--- config.mk ---
export PLATFORM = sky130hd
export DESIGN_NAME = panel_ctrl
export DESIGN_NICKNAME = d
export VERILOG_FILES = /design/src/verilog/panel_ctrl.v
export VERILOG_INCLUDE_DIRS = /design/src /design/src/include
export SDC_FILE = /design/constraint.sdc
export NUM_CORES = 1
export LEC_CHECK = 0
export ABC_CLOCK_PERIOD_IN_PS = 8900
export BUFFER_PORTS_ARGS = -buffer_cell sky130_fd_sc_hd__buf_2
export CAP_MARGIN = 30
export CORE_MARGIN = 5
export CORE_UTILIZATION = 46
export DETAILED_ROUTE_END_ITERATION = 10
export PLACE_DENSITY = 0.71
export SLEW_MARGIN = 0
export SYNTH_ARGS = -nofsm -noshare
export SYNTH_HDL_FRONTEND = slang
export SYNTH_SLANG_ARGS = --single-unit
--- constraint.sdc ---
create_clock -name clk -period 8.9 [get_ports clk]
set_clock_uncertainty 0.05 [all_clocks]
set_input_delay 1.335 -clock clk [delete_from_list [all_inputs] [get_ports clk]]
set_output_delay 1.335 -clock clk [all_outputs]
set_load 0.005 [all_outputs]
--- src/include/panel_defs.vh ---
// constants for the cabinet front-panel controller
`ifndef PANEL_DEFS_VH
`define PANEL_DEFS_VH
`define CLK_HZ          250000000
`define TONE_FULL_S     30
`define RING_ON_S       2
`define RING_PERIOD_S   5
`define SILENCE_S       10'h384
`define STEP_MIN        15
// key index positions
`define K_HIDDEN        0
`define K_BLOWER        1
`define K_LIGHT         2
`define K_UV            3
`define K_OUTLET        4
`define K_SILENCE       5
`define K_UP            6
`define K_DOWN          7
// password codes: bit set means blower key at that position
`define PW_NONE         4'h8
`define PW_DEFAULT      4'h5
`endif

--- src/verilog/panel_ctrl.v ---
// cabinet front-panel alarm, menu and auto-off timer controller
`timescale 1ns/1ps
`default_nettype none
`include "panel_defs.vh"
module panel_ctrl #(
  parameter SEC_CYCLES = `CLK_HZ,
  parameter DUR_W      = 4
) (
  input  wire              clk,
  input  wire              resetn,
  input  wire [7:0]        key,
  input  wire              modifier,
  input  wire [7:0]        alarm_cause,
  input  wire              pw_mandatory,
  input  wire [4*DUR_W-1:0] nv_dur,
  input  wire [3:0]        nv_pw,
  output reg               red_led,
  output reg               sounder,
  output reg  [2:0]        alarm_code,
  output reg  [3:0]        func_on,
  output reg  [3:0]        func_led,
  output reg               blower_red_led,
  output reg  [DUR_W-1:0]  seg_value,
  output reg               nv_we,
  output reg  [4*DUR_W-1:0] nv_dur_out,
  output reg  [3:0]        nv_pw_out
);
  // function index: 0 outlet, 1 light, 2 uv, 3 blower night
  // sized so the countdown load keeps the counter's width
  localparam [DUR_W+9:0] MIN_SECS = 60 * `STEP_MIN;
  localparam ST_IDLE = 4'b0001;
  localparam ST_SEQ  = 4'b0010;
  localparam ST_TMR  = 4'b0100;
  localparam ST_PW   = 4'b1000;

  // ==========================================================
  // key edges and timebase
  reg  [7:0]  key_q_reg;
  wire [7:0]  press = key & ~key_q_reg;
  wire        any_press = |press;
  reg  [31:0] div_reg;
  wire        sec_tick = (div_reg == SEC_CYCLES - 1);
  reg  [2:0]  fast_reg;
  always @(posedge clk or negedge resetn)
  begin
    if (!resetn)
    begin
      key_q_reg <= 8'h00;
      div_reg   <= 32'h0;
      fast_reg  <= 3'h0;
    end
    else
    begin
      key_q_reg <= key;
      div_reg   <= sec_tick ? 32'h0 : div_reg + 32'h1;
      if (sec_tick)
        fast_reg <= fast_reg + 3'h1;
    end
  end
  // fast blink toggles each second, slow blink every two seconds
  wire blink_slow = fast_reg[1];
  wire blink_fast = fast_reg[0];

  function [2:0] key_idx;
    input [7:0] k;
    begin
      key_idx = k[`K_BLOWER] ? 3'd1 : k[`K_LIGHT] ? 3'd2 :
                k[`K_UV] ? 3'd3 : k[`K_OUTLET] ? 3'd4 : 3'd0;
    end
  endfunction

  function [1:0] func_of;
    input [2:0] i;
    begin
      case (i)
        3'd4:    func_of = 2'd0;
        3'd2:    func_of = 2'd1;
        3'd3:    func_of = 2'd2;
        default: func_of = 2'd3;
      endcase
    end
  endfunction

  // ==========================================================
  // alarm priority and sounder cadence
  // ranking lowest index highest
  reg [2:0] top_cause;
  integer   i;
  always @*
  begin
    top_cause = 3'd0;
    for (i = 7; i >= 0; i = i - 1)
      if (alarm_cause[i])
        top_cause = i[2:0];
  end
  wire alarm_any = |alarm_cause;

  // menu state is read here, so it is declared ahead of the sequencer
  reg [3:0]  state_reg;
  reg        pwr_ack_reg;
  reg [9:0]  tone_sec_reg;
  reg [2:0]  ring_sec_reg;
  reg [9:0]  mute_sec_reg;
  reg        ringback_reg;
  always @(posedge clk or negedge resetn)
  begin
    if (!resetn)
    begin
      pwr_ack_reg  <= 1'b0;
      tone_sec_reg <= 10'h0;
      ring_sec_reg <= 3'h0;
      mute_sec_reg <= 10'h0;
      ringback_reg <= 1'b0;
      red_led      <= 1'b0;
      sounder      <= 1'b0;
      alarm_code   <= 3'h0;
    end
    else
    begin
      if (any_press)
        pwr_ack_reg <= 1'b1;
      alarm_code <= top_cause;
      red_led <= alarm_any | (!pwr_ack_reg & blink_slow);
      if (!alarm_any)
      begin
        tone_sec_reg <= 10'h0;
        ring_sec_reg <= 3'h0;
        mute_sec_reg <= 10'h0;
        ringback_reg <= 1'b0;
      end
      else if (press[`K_SILENCE] && state_reg == ST_IDLE)
      begin
        mute_sec_reg <= `SILENCE_S;
        ringback_reg <= 1'b1;
        ring_sec_reg <= 3'h0;
      end
      else if (sec_tick)
      begin
        if (mute_sec_reg != 10'h0)
          mute_sec_reg <= mute_sec_reg - 10'h1;
        else if (!ringback_reg)
        begin
          if (tone_sec_reg == `TONE_FULL_S - 1)
            ringback_reg <= 1'b1;
          tone_sec_reg <= tone_sec_reg + 10'h1;
        end
        else
          ring_sec_reg <= (ring_sec_reg == `RING_PERIOD_S - 1) ? 3'h0
                          : ring_sec_reg + 3'h1;
      end
      sounder <= alarm_any && mute_sec_reg == 10'h0 &&
                 (!ringback_reg || ring_sec_reg < `RING_ON_S);
    end
  end

  // ==========================================================
  // menu sequencer and settings
  reg [8:0]         seq_reg;
  reg [1:0]         seq_cnt_reg;
  reg [1:0]         sel_reg;
  reg [4*DUR_W-1:0] dur_reg;
  reg [DUR_W-1:0]   edit_reg;
  reg [3:0]         pw_reg;
  reg [3:0]         pw_edit_reg;
  reg [2:0]         pw_in_reg;
  reg [1:0]         pw_cnt_reg;
  reg               boot_reg;
  reg [3:0]         next_code;
  reg [3:0]         prev_code;
  always @*
  begin
    // cycle 0..7 plus none unless mandatory
    next_code = (pw_edit_reg == `PW_NONE) ? 4'h0 :
                (pw_edit_reg == 4'h7) ? (pw_mandatory ? 4'h0 : `PW_NONE)
                : pw_edit_reg + 4'h1;
    prev_code = (pw_edit_reg == `PW_NONE) ? 4'h7 :
                (pw_edit_reg == 4'h0) ? (pw_mandatory ? 4'h7 : `PW_NONE)
                : pw_edit_reg - 4'h1;
  end
  wire pw_active = pw_mandatory || pw_reg != `PW_NONE;

  reg [DUR_W+9:0] left_reg [0:3];
  reg [3:0]       timing_reg;
  integer f;
  always @(posedge clk or negedge resetn)
  begin
    if (!resetn)
    begin
      state_reg   <= ST_IDLE;
      seq_reg     <= 9'h0;
      seq_cnt_reg <= 2'h0;
      sel_reg     <= 2'h0;
      dur_reg     <= {4*DUR_W{1'b0}};
      edit_reg    <= {DUR_W{1'b0}};
      pw_reg      <= `PW_NONE;
      pw_edit_reg <= `PW_NONE;
      pw_in_reg   <= 3'h0;
      pw_cnt_reg  <= 2'h0;
      boot_reg    <= 1'b1;
      func_on     <= 4'h0;
      timing_reg  <= 4'h0;
      nv_we       <= 1'b0;
      nv_dur_out  <= {4*DUR_W{1'b0}};
      nv_pw_out   <= `PW_NONE;
      for (f = 0; f < 4; f = f + 1)
        left_reg[f] <= {DUR_W+10{1'b0}};
    end
    else
    begin
      nv_we <= 1'b0;
      // restore stored settings after reset release
      if (boot_reg)
      begin
        boot_reg <= 1'b0;
        dur_reg  <= nv_dur;
        pw_reg   <= (pw_mandatory && nv_pw == `PW_NONE) ? `PW_DEFAULT
                    : nv_pw;
      end
      case (state_reg)
        ST_IDLE:
        begin
          if (modifier && !any_press)
          begin
            state_reg   <= ST_SEQ;
            seq_cnt_reg <= 2'h0;
          end
          else if (any_press && !modifier)
          begin
            if (press[`K_BLOWER] || press[`K_HIDDEN])
            begin
              if (pw_active)
              begin
                pw_in_reg  <= {pw_in_reg[1:0], press[`K_BLOWER]};
                pw_cnt_reg <= (pw_cnt_reg == 2'd2) ? 2'd0
                              : pw_cnt_reg + 2'd1;
                if (pw_cnt_reg == 2'd2 &&
                    {pw_in_reg[1:0], press[`K_BLOWER]} == pw_reg[2:0])
                  func_on[3] <= ~func_on[3];
              end
              else if (press[`K_BLOWER])
                func_on[3] <= ~func_on[3];
            end
            for (f = 0; f < 3; f = f + 1)
              if (press[key_idx(press)] && func_of(key_idx(press)) == f
                  && !press[`K_BLOWER] && !press[`K_HIDDEN])
                func_on[f] <= ~func_on[f];
          end
        end
        ST_SEQ:
        begin
          if (any_press && seq_cnt_reg != 2'd3)
          begin
            seq_reg     <= {seq_reg[5:0], key_idx(press)};
            seq_cnt_reg <= seq_cnt_reg + 2'd1;
          end
          if (!modifier)
          begin
            state_reg <= ST_IDLE;
            if (seq_cnt_reg == 2'd3 && seq_reg[8:6] == 3'd0)
            begin
              if (seq_reg[5:3] == 3'd1 && seq_reg[2:0] == 3'd0)
              begin
                state_reg   <= ST_PW;
                pw_edit_reg <= pw_reg;
              end
              else if (seq_reg[5:3] == seq_reg[2:0] &&
                       seq_reg[2:0] != 3'd0)
              begin
                state_reg <= ST_TMR;
                sel_reg   <= func_of(seq_reg[2:0]);
                edit_reg  <= dur_reg[func_of(seq_reg[2:0])*DUR_W +: DUR_W];
              end
            end
          end
        end
        ST_TMR:
        begin
          if (press[`K_UP] && edit_reg != {DUR_W{1'b1}})
            edit_reg <= edit_reg + 1'b1;
          else if (press[`K_DOWN] && edit_reg != {DUR_W{1'b0}})
            edit_reg <= edit_reg - 1'b1;
          if (press[`K_SILENCE])
            state_reg <= ST_IDLE;
          else if (press[`K_HIDDEN])
          begin
            state_reg <= ST_IDLE;
            dur_reg[sel_reg*DUR_W +: DUR_W] <= edit_reg;
            nv_dur_out <= dur_reg;
            nv_dur_out[sel_reg*DUR_W +: DUR_W] <= edit_reg;
            nv_pw_out  <= pw_reg;
            nv_we      <= 1'b1;
          end
        end
        ST_PW:
        begin
          if (press[`K_UP])
            pw_edit_reg <= next_code;
          else if (press[`K_DOWN])
            pw_edit_reg <= prev_code;
          if (press[`K_SILENCE])
            state_reg <= ST_IDLE;
          else if (press[`K_HIDDEN])
          begin
            state_reg  <= ST_IDLE;
            pw_reg     <= pw_edit_reg;
            nv_pw_out  <= pw_edit_reg;
            nv_dur_out <= dur_reg;
            nv_we      <= 1'b1;
            pw_cnt_reg <= 2'h0;
          end
        end
        default: state_reg <= ST_IDLE;
      endcase
      // ======================================================
      // auto-off countdown per function
      for (f = 0; f < 4; f = f + 1)
      begin
        if (!func_on[f])
          timing_reg[f] <= 1'b0;
        else if (!timing_reg[f] && left_reg[f] == 0 &&
                 dur_reg[f*DUR_W +: DUR_W] != 0 && !boot_reg)
        begin
          timing_reg[f] <= 1'b1;
          left_reg[f] <= dur_reg[f*DUR_W +: DUR_W] * MIN_SECS;
        end
        else if (timing_reg[f] && sec_tick)
        begin
          if (left_reg[f] == 1)
          begin
            func_on[f]    <= 1'b0;
            timing_reg[f] <= 1'b0;
          end
          left_reg[f] <= left_reg[f] - 1'b1;
        end
        if (!func_on[f] && !timing_reg[f])
          left_reg[f] <= {DUR_W+10{1'b0}};
      end
    end
  end

  // ==========================================================
  // indicators
  always @(posedge clk or negedge resetn)
  begin
    if (!resetn)
    begin
      func_led       <= 4'h0;
      blower_red_led <= 1'b0;
      seg_value      <= {DUR_W{1'b0}};
    end
    else
    begin
      for (f = 0; f < 4; f = f + 1)
        // fast blink when selected; blink when timing
        if (state_reg == ST_TMR && sel_reg == f)
          func_led[f] <= blink_fast;
        else
          func_led[f] <= func_on[f] & (!timing_reg[f] | blink_slow);
      // blower red blinks fast in password menu
      blower_red_led <= (state_reg == ST_PW) & blink_fast;
      seg_value <= (state_reg == ST_PW) ? pw_edit_reg[DUR_W-1:0] : edit_reg;
    end
  end
endmodule // panel_ctrl
`default_nettype wire
==> results.txt <==
Post-synth EDFFs = 0
Layout area overhead = 12.5%
Number of flip-flops in the largest register = 56
Register bit total from synthesis = 216
Worst Hold Path EP = nv_dur_out[9]
Chip height = 179 um
Setup TNS = 0 ns
Gr usage total = 21.4%
Finished Core Util = 52.1%
Complex-gate fraction of the synthesized area = 17.9%
CP Launch Type = flop
Cts bufs inserted = 25
Row cnt = 62
Min-delay src = nv_dur_out[9]
Distinct cells, synth = 76
Share of layout cells above drive strength 1 = 12.5%
Final setup vio count = 0
Wire length on met3 = 2380 um
Max-slew violation count = 0
Critical Path End Type = flop
Routed wl met2 = 16200 um
Hold Crit Class = flop to flop
Commonest cells in the netlist = 211 x dfrtp_1, 186 x nand2_1, 123 x nor2_1, 120 x o21ai_0, 84 x a21oi_1
Die area = 32200 um^2
Remaining antenna violation count = 0
Seq/Total Area, Yosys = 41.0%
Setup Buffers After CTS = 0
Final nets = 1662
Wire length on met1 = 15100 um
Diodes inserted = 0
Die width = 179 um
Hpwl dp = 24700 um
Most common cell in the netlist = dfrtp_1
Syn_nets = 1600
Post-synth top area share = 40.0%
Ys flop type = dfrtp_1
Peak VDD IR = 0.152 mV
Clock Tree Buf Depth = 3
CTS root buf = clkbuf_16
DR WL/cell = 17.9 um
WP data required = 9.28 ns
Gr ovfl total = 0
Ranking of synthesized cells by area = dfrtp_1 40%, ha_1 7.1%, nand2_1 5.3%
Outcome = completed
FILL cells = 2626
Clock latency on the worst-skew pair = 0.54 ns
R2r startpoint = div_reg[29]
Yosys Warn Count = 0
Final Cycle Share = 40.7%
Hold path depth = 2
Rel. slew slack = 24.4%
WS Path Type = flop to flop
Xor/xnor share of the synthesized area = 4.52%
Drt first-iter violations = 920
RePlAce Congestion = 0.893
Drt pass-1 iters = 6
Synth Cell Area = 13200 um^2
Final Hold Fails = 0
Largest net degree at the start of global routing = 78
Post-CTS Hold Fix Bufs = 0
Initial Util = 46.3%
Initial antenna violation count = 0
Crit Path Max Fanout = 14
Cells after Synth = 1472
Post-Synth Simple-Gate Area = 21.1%
R2R setup slack = 5.28 ns
I/O Pins = 79
Post-synth top area cell = dfrtp_1
CTS resizes = 0
DR vias = 11400
Max Clock Freq = 276 MHz
Critical path arrival = 4.00 ns
CTS tree = built
TritonCTS Sinks = 216
Cell Pwr Density = 257 nW/um^2
Number of global-route vias before repair = 11100
Tmin final = 3.62 ns
Core area = 28500 um^2
Residual DRC count = 0
Global-route wire length before repair = 56500 um
Ys async rst share = 100%
Worst-Margin Slew = 1.12 ns
Top sig layer = met4
Worst reg2reg path depth = 6
Mean post-synth cell area = 8.96 um^2
Synth Area in Adders = 9.09%
Main combinational cell family by area after synthesis = simple AND/OR/NAND/NOR gates
Leakage power = 6.70 nW
Vias/cell = 5.88
Total wire length = 34600 um
Reg2reg end = left_reg[49]
Mux cell area share after synthesis = 2.41%
Total of max-cap violations = 0
I/O Buffers = 78
Unrepaired setup endpoints after global routing = false
H-tree Lvls = 1
Clock slew at reported path FFs = 0.06 ns
[worst max path at each step]
stage                      from              to  depth (start not counted)
finish              div_reg[29]    left_reg[49]                          6
global placement    div_reg[29]    left_reg[49]                          6
global route        div_reg[29]    left_reg[49]                          6
floorplan                key[6]  seq_cnt_reg[0]                          9
CTS                 div_reg[29]    left_reg[49]                          6
detailed placement  div_reg[29]    left_reg[49]                          6
[cells by family after synthesis]
group,after synthesis
AOI/OAI and AO/OA,373
xor gates and xnor gates,68
adders and majority gates,88
buffers and inverters,136
DFF,216
muxes,29
other,1
and+or+nand+nor,561
[area by class of cell]
type / count / area (um^2) / area share [%]
clock buffer: 41 / 786 / 5.29
multi-input combinational: 1120 / 7270 / 49.0
sequential: 216 / 5410 / 36.5
tap: 384 / 480 / 3.24
inverter: 73 / 274 / 1.85
clock inverter: 5 / 28.8 / 0.194
timing repair buffer: 98 / 588 / 3.96
[metal layers]
metal | track usage [%] | up-vias
met5 | 0 | -
met2 | 34.9 | 373
met1 | 29.7 | 5556
met4 | 5.90 | 0
li1 | - | 5398
met3 | 3.76 | 71
[power breakdown]
part           total, mW  switching (mW)  leakage, nW  internal [mW]
Sequential          1.37           0.235         2.80           1.14
Combinational       1.44           0.855         3.50          0.588
Clock               1.01           0.406        0.407          0.599
Total               3.82            1.50         6.70           2.32
[cells in the final DEF, fill, tap and decap left out, types with 8 or more instances in the layout]
cell,n
dfrtp_1,211
nand2_1,186
nor2_1,123
o21ai_0,120
a21oi_1,84
buf_2,78
ha_1,75
inv_1,73
nor3_1,42
nand3_1,40
xnor2_1,35
xor2_1,33
nor4_1,31
clkbuf_16,25
o211ai_1,22
nand4_1,21
a21o_1,20
or3_1,17
buf_4,17
mux2i_1,16
nand2b_1,15
o31ai_1,13
fa_1,13
o22ai_1,12
mux2_2,12
or4_1,12
a211oi_1,12
nor2b_1,11
a31o_2,10
a31oi_1,10
clkbuf_8,10
or2_2,9
nor4b_1,8
[critical path, cell delays in order, from the launching register on]
cell and delay [ns]:
dfrtp_1 0.41, or4b_1 0.54, or4_1 0.74, nor4_1 0.71, o21ai_1 0.49, or2_2 0.41
o21ai_0 0.18
[stage by stage]
step / area, um^2 / hold slack (ns) / total power [mW] / setup slack, ns / cells
floorplan: 13200 / 0.365 / 2.39 / 5.68 / 1472
global placement: 14000 / 0.408 / 2.75 / 5.43 / 1888
detailed placement: 14000 / 0.419 / 2.79 / 5.34 / 1889
CTS: 14800 / 0.431 / 3.81 / 5.31 / 1935
global route: 14800 / 0.442 / 4.07 / 5.03 / 1937
finish: 14800 / 0.425 / 3.82 / 5.28 / 1937
Note: power is estimated with default switching activity, not from simulation.
